**config.mk**
```make
export PLATFORM = sky130hd
export DESIGN_NAME = lcd_cmd_decoder
export DESIGN_NICKNAME = d
export VERILOG_FILES = /design/src/rtl/lcd_cmd_pkg.sv /design/src/rtl/blink_timer.sv /design/src/rtl/lcd_cmd_decoder.sv
export SDC_FILE = /design/constraint.sdc
export NUM_CORES = 1
export LEC_CHECK = 0
export BUFFER_PORTS_ARGS = -buffer_cell sky130_fd_sc_hd__buf_2
export CORE_UTILIZATION = 30
export CTS_CLUSTER_SIZE = 40
export DETAILED_ROUTE_END_ITERATION = 6
export GPL_ROUTABILITY_DRIVEN = 0
export GPL_TIMING_DRIVEN = 0
export RECOVER_POWER = 100
export SETUP_SLACK_MARGIN = 0.15
export SYNTH_ARGS = -nofsm -noshare
export SYNTH_HDL_FRONTEND = slang
export SYNTH_HIERARCHICAL = 1
export SYNTH_SLANG_ARGS = --single-unit
```
**constraint.sdc**
```tcl
create_clock -name ref_clk -period 4.7 [get_ports ref_clk]
set_input_delay 0.94 -clock ref_clk [delete_from_list [all_inputs] [get_ports ref_clk]]
set_output_delay 0.94 -clock ref_clk [all_outputs]
set_load 0.02 [all_outputs]
```
**src/rtl/lcd_cmd_pkg.sv**
```systemverilog
// Package with command codes, field layouts and timing constants.
package lcd_cmd_pkg;
  localparam logic [7:0] CMD_VOL_MODE = 8'h81;
  localparam logic [7:0] CMD_IND_MASK = 8'hfe;
  localparam logic [7:0] CMD_IND = 8'hac;
  localparam logic [7:0] CMD_DISP_MASK = 8'hfe;
  localparam logic [7:0] CMD_DISP = 8'hae;
  localparam logic [7:0] CMD_ALLON = 8'ha4;
  localparam logic [7:0] CMD_RESET = 8'he2;
  localparam logic [7:0] CMD_NOP = 8'he3;
  localparam logic [7:0] CMD_TEST_MASK = 8'hf0;
  localparam logic [7:0] CMD_TEST = 8'hf0;
  localparam int LEVEL_MSB = 5;
  localparam int SEL_BIT = 0;
  localparam logic [5:0] LEVEL_RESET = 6'h20;
  localparam logic [1:0] IND_OFF = 2'h0;
  localparam logic [1:0] IND_HALF = 2'h1;
  localparam logic [1:0] IND_ONE = 2'h2;
  localparam logic [1:0] IND_STEADY = 2'h3;
  localparam int CLK_HZ = 200_000_000;
  localparam int HALF_PERIOD_MS = 500;
  localparam int ONE_PERIOD_MS = 1000;
  localparam int HALF_CYCLES = CLK_HZ / 1000 * HALF_PERIOD_MS;
  localparam int ONE_CYCLES = CLK_HZ / 1000 * ONE_PERIOD_MS;

  typedef enum logic [1:0] {
    PWR_RUN,
    PWR_SLEEP,
    PWR_STANDBY
  } power_type;

  typedef struct packed {
    logic valid;
    logic cmd_data_select;
    logic [7:0] data;
  } host_byte_type;
endpackage : lcd_cmd_pkg

```
**src/rtl/blink_timer.sv**
```systemverilog
// Tick divider that produces the indicator blink enable pulse.
`timescale 1ns/1ps
module blink_timer #(
  parameter int unsigned PERIOD = 100
) (
  input wire logic ref_clk,
  input wire logic rst_n,
  input wire logic run,
  output logic tick
);
  logic [31:0] count;

  always_ff @(posedge ref_clk or negedge rst_n) begin
    if (!rst_n) begin
      count <= 32'h0;
      tick <= 1'b0;
    end else if (!run) begin
      count <= 32'h0;
      tick <= 1'b0;
    end else if (count >= PERIOD - 1) begin
      count <= 32'h0;
      tick <= 1'b1;
    end else begin
      count <= count + 32'h1;
      tick <= 1'b0;
    end
  end
endmodule : blink_timer

```
**src/rtl/lcd_cmd_decoder.sv**
```systemverilog
// Command interpreter for volume, indicator, power save and test commands.
// Function
// - After volume mode only value byte acts.
// - Value byte loads low six level bits.
// - Level load leaves volume mode.
// - Indicator command lowest bit switches on/off.
// - After indicator-on only register byte acts.
// - Indicator code: off, 0.5s, 1s, steady.
// - Only indicator commands and Reset change indicator state.
// - Forced-on while display off enters power save.
// - Sleep left by save-off plus indicator-on.
// - Sleep stops oscillator, supply, grounds outputs.
// - Host interface works in sleep/standby.
// - Standby grounds matrix, keeps indicator running.
// - Reset command in standby enters sleep.
// - Test mode left by pad, Reset or the f0 byte.
// - Power save is display-off plus forced-on.
`timescale 1ns/1ps
module lcd_cmd_decoder #(
  parameter int unsigned HALF_PERIOD = lcd_cmd_pkg::HALF_CYCLES,
  parameter int unsigned ONE_PERIOD = lcd_cmd_pkg::ONE_CYCLES
) (
  input wire logic ref_clk,
  input wire logic resetn,
  input wire lcd_cmd_pkg::host_byte_type host_in,
  output logic [5:0] level_value_bits,
  output logic [1:0] indicator_mode,
  output logic indicator_on,
  output logic indicator_drive_out,
  output logic display_on,
  output logic all_on,
  output logic osc_run,
  output logic supply_run,
  output logic matrix_ground,
  output logic sleep_mode,
  output logic standby_mode,
  output logic test_mode,
  output logic host_port_ready
);
  logic rst_meta;
  logic rst_n;
  logic vol_lock;
  logic ind_lock;
  logic cmd_valid;
  logic [7:0] b;
  logic tick_half;
  logic tick_one;
  logic blink_phase_half;
  logic blink_phase_one;
  logic next_drive;
  logic ind_on_seen;
  lcd_cmd_pkg::power_type power;
  lcd_cmd_pkg::power_type next_power;

  function automatic logic match(input logic [7:0] v, input logic [7:0] m,
                                 input logic [7:0] c);
    match = (v & m) == c;
  endfunction : match

  // Reset is released through two flops so release is glitch free.
  always_ff @(posedge ref_clk or negedge resetn) begin
    if (!resetn) begin
      rst_meta <= 1'b0;
      rst_n <= 1'b0;
    end else begin
      rst_meta <= 1'b1;
      rst_n <= rst_meta;
    end
  end

  assign cmd_valid = host_in.valid && !host_in.cmd_data_select;
  assign b = host_in.data;

  // Volume lock: only the value byte can be taken while it is set.
  always_ff @(posedge ref_clk or negedge rst_n) begin
    if (!rst_n) begin
      vol_lock <= 1'b0;
      level_value_bits <= lcd_cmd_pkg::LEVEL_RESET;
    end else if (cmd_valid) begin
      if (vol_lock) begin
        level_value_bits <= b[lcd_cmd_pkg::LEVEL_MSB:0];
        vol_lock <= 1'b0;
      end else if (!ind_lock && b == lcd_cmd_pkg::CMD_VOL_MODE) begin
        vol_lock <= 1'b1;
      end else if (!ind_lock && b == lcd_cmd_pkg::CMD_RESET) begin
        level_value_bits <= lcd_cmd_pkg::LEVEL_RESET;
      end
    end
  end

  // Indicator state changes only on the indicator commands and Reset.
  always_ff @(posedge ref_clk or negedge rst_n) begin
    if (!rst_n) begin
      ind_lock <= 1'b0;
      indicator_on <= 1'b0;
      indicator_mode <= lcd_cmd_pkg::IND_OFF;
    end else if (cmd_valid && !vol_lock) begin
      if (ind_lock) begin
        // The lock has no way to tell a stray command from the register
        // byte, so every byte here is taken as the register value.
        indicator_mode <= b[1:0];
        ind_lock <= 1'b0;
      end else if (match(b, lcd_cmd_pkg::CMD_IND_MASK,
                         lcd_cmd_pkg::CMD_IND)) begin
        indicator_on <= b[lcd_cmd_pkg::SEL_BIT];
        ind_lock <= b[lcd_cmd_pkg::SEL_BIT];
      end else if (b == lcd_cmd_pkg::CMD_RESET) begin
        indicator_mode <= lcd_cmd_pkg::IND_OFF;
      end
    end
  end

  // Display on/off and forced whole-display bits; NOP falls through.
  always_ff @(posedge ref_clk or negedge rst_n) begin
    if (!rst_n) begin
      display_on <= 1'b0;
      all_on <= 1'b0;
    end else if (cmd_valid && !vol_lock && !ind_lock) begin
      if (match(b, lcd_cmd_pkg::CMD_DISP_MASK, lcd_cmd_pkg::CMD_DISP)) begin
        display_on <= b[lcd_cmd_pkg::SEL_BIT];
      end else if (match(b, lcd_cmd_pkg::CMD_DISP_MASK,
                         lcd_cmd_pkg::CMD_ALLON)) begin
        all_on <= b[lcd_cmd_pkg::SEL_BIT];
      end
    end
  end

  // Test mode is entered by bytes f1-ff, left by f0, Reset or pad reset.
  always_ff @(posedge ref_clk or negedge rst_n) begin
    if (!rst_n) begin
      test_mode <= 1'b0;
    end else if (cmd_valid && !vol_lock && !ind_lock) begin
      if (b == lcd_cmd_pkg::CMD_RESET || b == lcd_cmd_pkg::CMD_TEST) begin
        test_mode <= 1'b0;
      end else if (match(b, lcd_cmd_pkg::CMD_TEST_MASK,
                         lcd_cmd_pkg::CMD_TEST)) begin
        test_mode <= 1'b1;
      end
    end
  end

  // Sleep must see a fresh indicator-on byte; a switch left on by the
  // Reset path out of standby would otherwise wake the panel by itself.
  always_ff @(posedge ref_clk or negedge rst_n) begin
    if (!rst_n) begin
      ind_on_seen <= 1'b0;
    end else if (power != lcd_cmd_pkg::PWR_SLEEP) begin
      ind_on_seen <= 1'b0;
    end else if (cmd_valid && !vol_lock && !ind_lock &&
                 match(b, lcd_cmd_pkg::CMD_IND_MASK, lcd_cmd_pkg::CMD_IND) &&
                 b[lcd_cmd_pkg::SEL_BIT]) begin
      ind_on_seen <= 1'b1;
    end
  end

  // Power save follows the display-off plus forced-on combination.
  always_comb begin
    next_power = power;
    case (power)
      lcd_cmd_pkg::PWR_RUN: begin
        if (all_on && !display_on) begin
          next_power = indicator_on ? lcd_cmd_pkg::PWR_STANDBY
                                    : lcd_cmd_pkg::PWR_SLEEP;
        end
      end
      lcd_cmd_pkg::PWR_SLEEP: begin
        if ((display_on || !all_on) && ind_on_seen) begin
          next_power = lcd_cmd_pkg::PWR_RUN;
        end
      end
      lcd_cmd_pkg::PWR_STANDBY: begin
        if (cmd_valid && !vol_lock && !ind_lock &&
            b == lcd_cmd_pkg::CMD_RESET) begin
          next_power = lcd_cmd_pkg::PWR_SLEEP;
        end else if (display_on || !all_on) begin
          next_power = lcd_cmd_pkg::PWR_RUN;
        end
      end
      default: next_power = lcd_cmd_pkg::PWR_RUN;
    endcase
  end

  always_ff @(posedge ref_clk or negedge rst_n) begin
    if (!rst_n) begin
      power <= lcd_cmd_pkg::PWR_RUN;
    end else begin
      power <= next_power;
    end
  end

  // Outputs derive from the registered next state to stay flop driven.
  always_ff @(posedge ref_clk or negedge rst_n) begin
    if (!rst_n) begin
      osc_run <= 1'b1;
      supply_run <= 1'b1;
      matrix_ground <= 1'b0;
      sleep_mode <= 1'b0;
      standby_mode <= 1'b0;
      host_port_ready <= 1'b0;
    end else begin
      osc_run <= next_power != lcd_cmd_pkg::PWR_SLEEP;
      supply_run <= next_power == lcd_cmd_pkg::PWR_RUN;
      matrix_ground <= next_power != lcd_cmd_pkg::PWR_RUN;
      sleep_mode <= next_power == lcd_cmd_pkg::PWR_SLEEP;
      standby_mode <= next_power == lcd_cmd_pkg::PWR_STANDBY;
      host_port_ready <= 1'b1;
    end
  end

  // Blink dividers stop with the oscillator in sleep.
  blink_timer #(.PERIOD(HALF_PERIOD)) u_half (
    .ref_clk(ref_clk),
    .rst_n(rst_n),
    .run(osc_run),
    .tick(tick_half)
  );

  blink_timer #(.PERIOD(ONE_PERIOD)) u_one (
    .ref_clk(ref_clk),
    .rst_n(rst_n),
    .run(osc_run),
    .tick(tick_one)
  );

  always_ff @(posedge ref_clk or negedge rst_n) begin
    if (!rst_n) begin
      blink_phase_half <= 1'b0;
      blink_phase_one <= 1'b0;
    end else begin
      if (tick_half) blink_phase_half <= !blink_phase_half;
      if (tick_one) blink_phase_one <= !blink_phase_one;
    end
  end

  always_comb begin
    next_drive = 1'b0;
    if (indicator_on && power != lcd_cmd_pkg::PWR_SLEEP) begin
      case (indicator_mode)
        lcd_cmd_pkg::IND_HALF: next_drive = blink_phase_half;
        lcd_cmd_pkg::IND_ONE: next_drive = blink_phase_one;
        lcd_cmd_pkg::IND_STEADY: next_drive = 1'b1;
        default: next_drive = 1'b0;
      endcase
    end
  end

  always_ff @(posedge ref_clk or negedge rst_n) begin
    if (!rst_n) begin
      indicator_drive_out <= 1'b0;
    end else begin
      indicator_drive_out <= next_drive;
    end
  end

  property p_vol_load;
    @(posedge ref_clk) disable iff (!rst_n)
      (cmd_valid && vol_lock) |=> (!vol_lock &&
        level_value_bits == $past(b[5:0]));
  endproperty
  a_vol_load: assert property (p_vol_load) else $error("level load");

  property p_vol_hold;
    @(posedge ref_clk) disable iff (!rst_n)
      vol_lock |=> ($stable(display_on) && $stable(indicator_on));
  endproperty
  a_vol_hold: assert property (p_vol_hold) else $error("vol lock");

  property p_ind_lock;
    @(posedge ref_clk) disable iff (!rst_n)
      (cmd_valid && !vol_lock && !ind_lock && b == 8'had) |=>
        (ind_lock && indicator_on);
  endproperty
  a_ind_lock: assert property (p_ind_lock) else $error("ind lock");

  property p_ind_set;
    @(posedge ref_clk) disable iff (!rst_n)
      (cmd_valid && !vol_lock && ind_lock) |=>
        (!ind_lock && indicator_mode == $past(b[1:0]));
  endproperty
  a_ind_set: assert property (p_ind_set) else $error("ind set");

  property p_sleep;
    @(posedge ref_clk) disable iff (!rst_n)
      (power == lcd_cmd_pkg::PWR_RUN && all_on && !display_on &&
       !indicator_on) |=> ##1 (sleep_mode && !osc_run && matrix_ground);
  endproperty
  a_sleep: assert property (p_sleep) else $error("sleep entry");

  property p_standby;
    @(posedge ref_clk) disable iff (!rst_n)
      standby_mode |-> (osc_run && !supply_run && matrix_ground);
  endproperty
  a_standby: assert property (p_standby) else $error("standby");

  property p_reset_sb;
    @(posedge ref_clk) disable iff (!rst_n)
      (power == lcd_cmd_pkg::PWR_STANDBY && cmd_valid && !vol_lock &&
       !ind_lock && b == lcd_cmd_pkg::CMD_RESET) |=> ##1 sleep_mode;
  endproperty
  a_reset_sb: assert property (p_reset_sb) else $error("reset sb");

  property p_test_exit;
    @(posedge ref_clk) disable iff (!rst_n)
      (cmd_valid && !vol_lock && !ind_lock &&
       b == lcd_cmd_pkg::CMD_RESET) |=> !test_mode;
  endproperty
  a_test_exit: assert property (p_test_exit) else $error("test exit");

  property p_nop;
    @(posedge ref_clk) disable iff (!rst_n)
      (cmd_valid && !vol_lock && !ind_lock && b == lcd_cmd_pkg::CMD_NOP) |=>
        ($stable(level_value_bits) && $stable(indicator_mode) &&
         $stable(display_on) && $stable(all_on) && $stable(test_mode));
  endproperty
  a_nop: assert property (p_nop) else $error("nop changed state");
endmodule : lcd_cmd_decoder

```
After elaboration in Yosys (flattened, before gate mapping):

Cells that the tools add are included.

* output and inout bits: 19
* input port bits: 12
* logic and storage cells: 112
* register bits after elaboration: 94

* eq/ne operators: 18
* bitwise logic cells: 2
* $add $sub $neg: 2
* muxes and demuxes: 30
* reduce and logical (&&, ||, !) cells: 33
* magnitude comparators: 2

Operators with widths (count)
* 32-bit two-way mux: 4
* 32-bit by 1-bit adder with 32-bit output, second input constant: 2
* 32-bit by 27-bit >= comparator with 1-bit output, second input constant: 1
* 32-bit by 28-bit >= comparator with 1-bit output, second input constant: 1
* 8-bit == test, second input constant: 3
* 7-bit == test, second input constant: 3
* 6-bit two-way mux: 3
* 2-bit two-way mux: 8
* 1-bit two-way mux: 13
* 3-bit AND reduction: 4
* 1-bit logical AND: 11
* 2-bit nonzero test: 5
* 2-bit == test, second input constant: 4
* 1-bit logical NOT: 7
* 2-bit by 1-bit == test with 1-bit output, second input constant: 3
* 2-bit one-hot mux with 3 select lines: 1
* 4-bit == test, second input constant: 1
* 2-bit logical NOT: 2
* 2-bit by 1-bit inequality test with 1-bit output, second input constant: 2
* 2-bit inequality test, second input constant: 2
* 2-bit AND reduction: 2
* 1-bit one-hot mux with 3 select lines: 1
* 1-bit logical OR: 2
* 1-bit inverter: 2

Longest topological paths before layout:

* depth after elaboration: 8
* mapped depth: 7
* depth with buffers taken out: 5

Cells and area by module:

The synthesis kept the hierarchy.

Modules (own cells, without submodules)
* blink_timer (u_one): cells an instance 162, seq. area each 825.8 um^2, times used 1, area an instance 1677.9 um^2
* blink_timer (u_half): cells an instance 159, seq. area each 825.8 um^2, times used 1, area an instance 1657.8 um^2
* lcd_cmd_decoder: cells an instance 102, seq. area each 704.4 um^2, times used 1, area an instance 1208.7 um^2

Worst setup path before layout:

OpenSTA, ideal clock, no wires.

* kind: input to register
* start point: in host_in[8] in the netlist's numbering
* end point: reg display_on
* stages: 4
* buffers on the path: 0
* arrival time: 2.025 ns
* library setup time: 0.125 ns
* data required time: 4.575 ns
* slack: 2.550 ns
* path through: and3b_1 nand4_1 or4b_1 mux2_2

* cells in the longest elaborated chain, start to end: 5

Ends and longest elaborated chain
* start: declaration: RTL line lcd_cmd_decoder.sv:25 `input wire lcd_cmd_pkg::host_byte_type host_in,`
* 1-bit logical NOT: RTL line lcd_cmd_decoder.sv:71 `assign cmd_valid = host_in.valid && !host_in.cmd_data_select;`
* 1-bit logical AND: RTL line lcd_cmd_decoder.sv:71
* 1-bit logical AND (2 in a row): RTL line lcd_cmd_decoder.sv:118 `end else if (cmd_valid && !vol_lock && !ind_lock) begin`
* 2-bit AND reduction (no source line)
* end signal: assignment: RTL line lcd_cmd_decoder.sv:120 `display_on <= b[lcd_cmd_pkg::SEL_BIT];`
* end: declaration: RTL line lcd_cmd_decoder.sv:30 `output logic display_on,`

Every way passes these cells.
A chain may end at the register's enable or synchronous reset.

Worst setup path after layout:

* start point: reg u_half.count[31]
* end point: reg u_half.count[2]

* cells in the longest elaborated chain, start to end: 3

Ends and longest elaborated chain
* start: declaration: RTL line blink_timer.sv:11 `logic [31:0] count;`
* start signal: assignment: RTL line blink_timer.sv:24 `count <= count + 32'h1;`
* 32-bit by 27-bit >= comparator with 1-bit output: RTL line blink_timer.sv:20 `end else if (count >= PERIOD - 1) begin`
* 32-bit two-way mux: RTL line blink_timer.sv:20
* 32-bit two-way mux: RTL line blink_timer.sv:17 `end else if (!run) begin`

Every way passes these cells.

==> summary.txt <==
Ys Warns: 6
die width: 125.1 um
H-tree depth: 3
library cells used by synthesis: 60
Vias/cell: 5.309
PD cells: 346.1 nW/um^2
CTS tree: built
Multi-input gate area: 1994 sq um
ant diodes: 0
GRT Total Usage: 0.1312
Layout Nets: 485
VDD IR max: 187.6 uV
CP Class: reg2reg
initial antenna violation count: 0
Clock Sinks: 94
vias in the first global route: 3526
Root Buffer: clkbuf_16
remaining antenna violation count: 0
top-level I/O count: 31
clk_skew: 5.854 ps
share of layout cells above drive strength 1: 0.1071
CTS Buf Count: 9
Vias: 3504
router iterations before antenna repair: 4
WL per Instance: 14.51 um
final non-filler cell total: 660
Leak: 1.882 nW
most common library cell in the layout ignoring fill and taps: dfrtp_1
FMAX: 314.7 MHz
Area Overhead vs Synth: 13.63%
Post-Synthesis Mean Instance Area: 10.74 sq um
largest net degree at the start of global routing: 73
endpoints failing hold: 0
Post-Syn Instances: 423
Post-CTS Resized: 0
Post-synth ARST share: 1.000
Hold WC Path Type: reg2reg
Worst EP arrival: 3390 ps
setup bufs post-CTS: 0
grt total ovfl: 0
Post-Route Setup TNS: 0 ps
Critical Path RT: 4910 ps
Fillers: 1464
status: complete, but fails checks
failing checks: max-capacitance violations, max-slew violations
placed instance count: 644
final setup fails: 0
DP Wirelength: 6.533 mm
Reg area: 2356 sq um
final WL: 9.579 mm
Max Cap Violations: 2
fin crit share: 0.6760
Least-Margin Pin Slew: 1729 ps
CP Launch Type: register
die height: 125.1 um
starting density of the core: 0.3103
Post-synth EDFFs: 0
Worst setup EP type: register
Seq/Total Area, Yosys: 0.5184
Worst slew margin: -0.1526
later-pin clock latency in the skew report: 350 ps
Hold Buf Count CTS: 0
clock slew at reported path FFs: 70 ps
initial detailed-routing violation count: 194
global-route wire length before repair: 16.72 mm
RSZ-0062 raised after global routing: no
commonest register cell after synthesis: dfrtp_1
fin crit period: 3177 ps
CTS Buffer Depth: 2
most frequent cells in the layout: dfrtp_1, clkbuf_1, nor3_1, nand2_1
mapped cell area: 4544 sq um
DRC: 0
register bit total from synthesis: 94
row count: 44
CP Max Fanout: 10
port bufs: 28
Slew Limit Fails: 73
die area: 15640 sq um
core box area: 14640 sq um
[worst paths after layout]
check / from / end / slack (ps) / depth (start not counted)
worst max-delay path: u_half/count[31]$_DFF_PN0_ / u_half/count[2]$_DFF_PN0_ / 1520 / 5
worst min-delay path: rst_meta$_DFF_PN0_ / rst_n$_DFF_PN0_ / 350 / 0
worst max register to register: u_half/count[31]$_DFF_PN0_ / u_half/count[2]$_DFF_PN0_ / 1520 / 5
worst min register to register: rst_meta$_DFF_PN0_ / rst_n$_DFF_PN0_ / 350 / 0
max in group asynchronous: rst_n$_DFF_PN0_ / power[1]$_DFF_PN0_ / 2170 / 1
min in group asynchronous: rst_n$_DFF_PN0_ / host_port_ready$_DFF_PN0_ / 360 / 0
[area by class of cell]
| class | count | area share |
|---|---|---|
| Clock inverter | 7 | 0.01551 |
| Inverter | 15 | 0.01090 |
| Clock buffer | 9 | 0.04362 |
| Tap cell | 184 | 0.04458 |
| Buffer | 22 | 0.01987 |
| Timing Repair Buffer | 29 | 0.02302 |
| Multi-Input combinational cell | 300 | 0.3862 |
| Sequential cell | 94 | 0.4563 |
[Yosys cell counts (all sizes together), types with 2 or more instances]
| library cell | number | area share |
|---|---|---|
| or2 | 3 | 0.0041 |
| mux2 | 2 | 0.0050 |
| or3 | 17 | 0.023 |
| nand4b | 4 | 0.0077 |
| nor4b | 3 | 0.0091 |
| conb | 3 | 0.0025 |
| xnor2 | 16 | 0.031 |
| clkbuf | 10 | 0.0083 |
| nand4 | 13 | 0.018 |
| nor3b | 3 | 0.0074 |
| dfrtp | 91 | 0.50 |
| o21ai | 19 | 0.021 |
| o31ai | 10 | 0.017 |
| ha | 2 | 0.0055 |
| nor4 | 9 | 0.012 |
| nor2 | 7 | 0.0058 |
| and4 | 5 | 0.0096 |
| or4 | 17 | 0.031 |
| nand2 | 23 | 0.019 |
| nor3 | 35 | 0.039 |
| a22o | 5 | 0.0096 |
| o21a | 2 | 0.0033 |
| a2111oi | 3 | 0.0072 |
| a221oi | 2 | 0.0077 |
| a31o | 2 | 0.0039 |
| dfstp | 3 | 0.017 |
| inv | 15 | 0.012 |
| nand2b | 3 | 0.0041 |
| and3 | 4 | 0.0058 |
| nand3 | 23 | 0.028 |
| xor2 | 12 | 0.023 |
| buf | 12 | 0.019 |
| a32o | 2 | 0.0044 |
| a211oi | 26 | 0.048 |
| a21oi | 3 | 0.0033 |
[metal layers]
metal  routed length [um]  vias to the layer above  global-route usage
met2                 4789                       45              0.2192
met3                  275                       11             0.03209
met5                    0                        -                   0
li1                     -                     1692                   -
met4                  144                        0             0.04735
met1                 4370                     1756              0.1647
[cells by family (layout without fill, tap and decap cells)]
logic type      after synthesis  count (layout)  synth area share
mux                           2               2          0.004956
simple gates                173             173            0.2313
compound gates               84              84            0.1437
other cells                   3              11          0.002478
fa+ha+maj                     2               2          0.005506
buf+inv                      37              82           0.03965
xor+xnor                     28              28           0.05396
flops                        94              94            0.5184
[power breakdown]
part	internal, W	switching, W
logic	0.0000503	0.0000895
clock network	0.000420	0.000332
registers	0.000860	0.0000352
[critical path: stages, from the launching register on]
cell and delay (ps):
dfrtp_1 370, or4_4 540, or4_4 520, a221oi_1 1030, clkbuf_1 460, nor3_1 130
[sequential cells by signal (all words and copies together) (netlist names), 2 cells and up]
signal,flops
u_half/count,32
u_one/count,32
level_value_bits,6
indicator_mode,2
power,2
[stage by stage]
stage / utilization / hold slack (ps) / worst slack [ps] / area, sq um / power [W]
finish: 0.3526 / 348.7 / 1523 / 5164 / 0.001787
global route: 0.3526 / 356.2 / 1276 / 5164 / 0.001878
CTS: 0.3606 / 244.2 / 2355 / 5281 / 0.001833
detailed placement: 0.3398 / 231.1 / 2298 / 4976 / 0.001063
global placement: 0.3377 / 335.4 / 800.9 / 4945 / 0.001053
floorplan: - / 331.2 / 1893 / 4574 / 0.001002
Power figures use the tool's default switching activity.
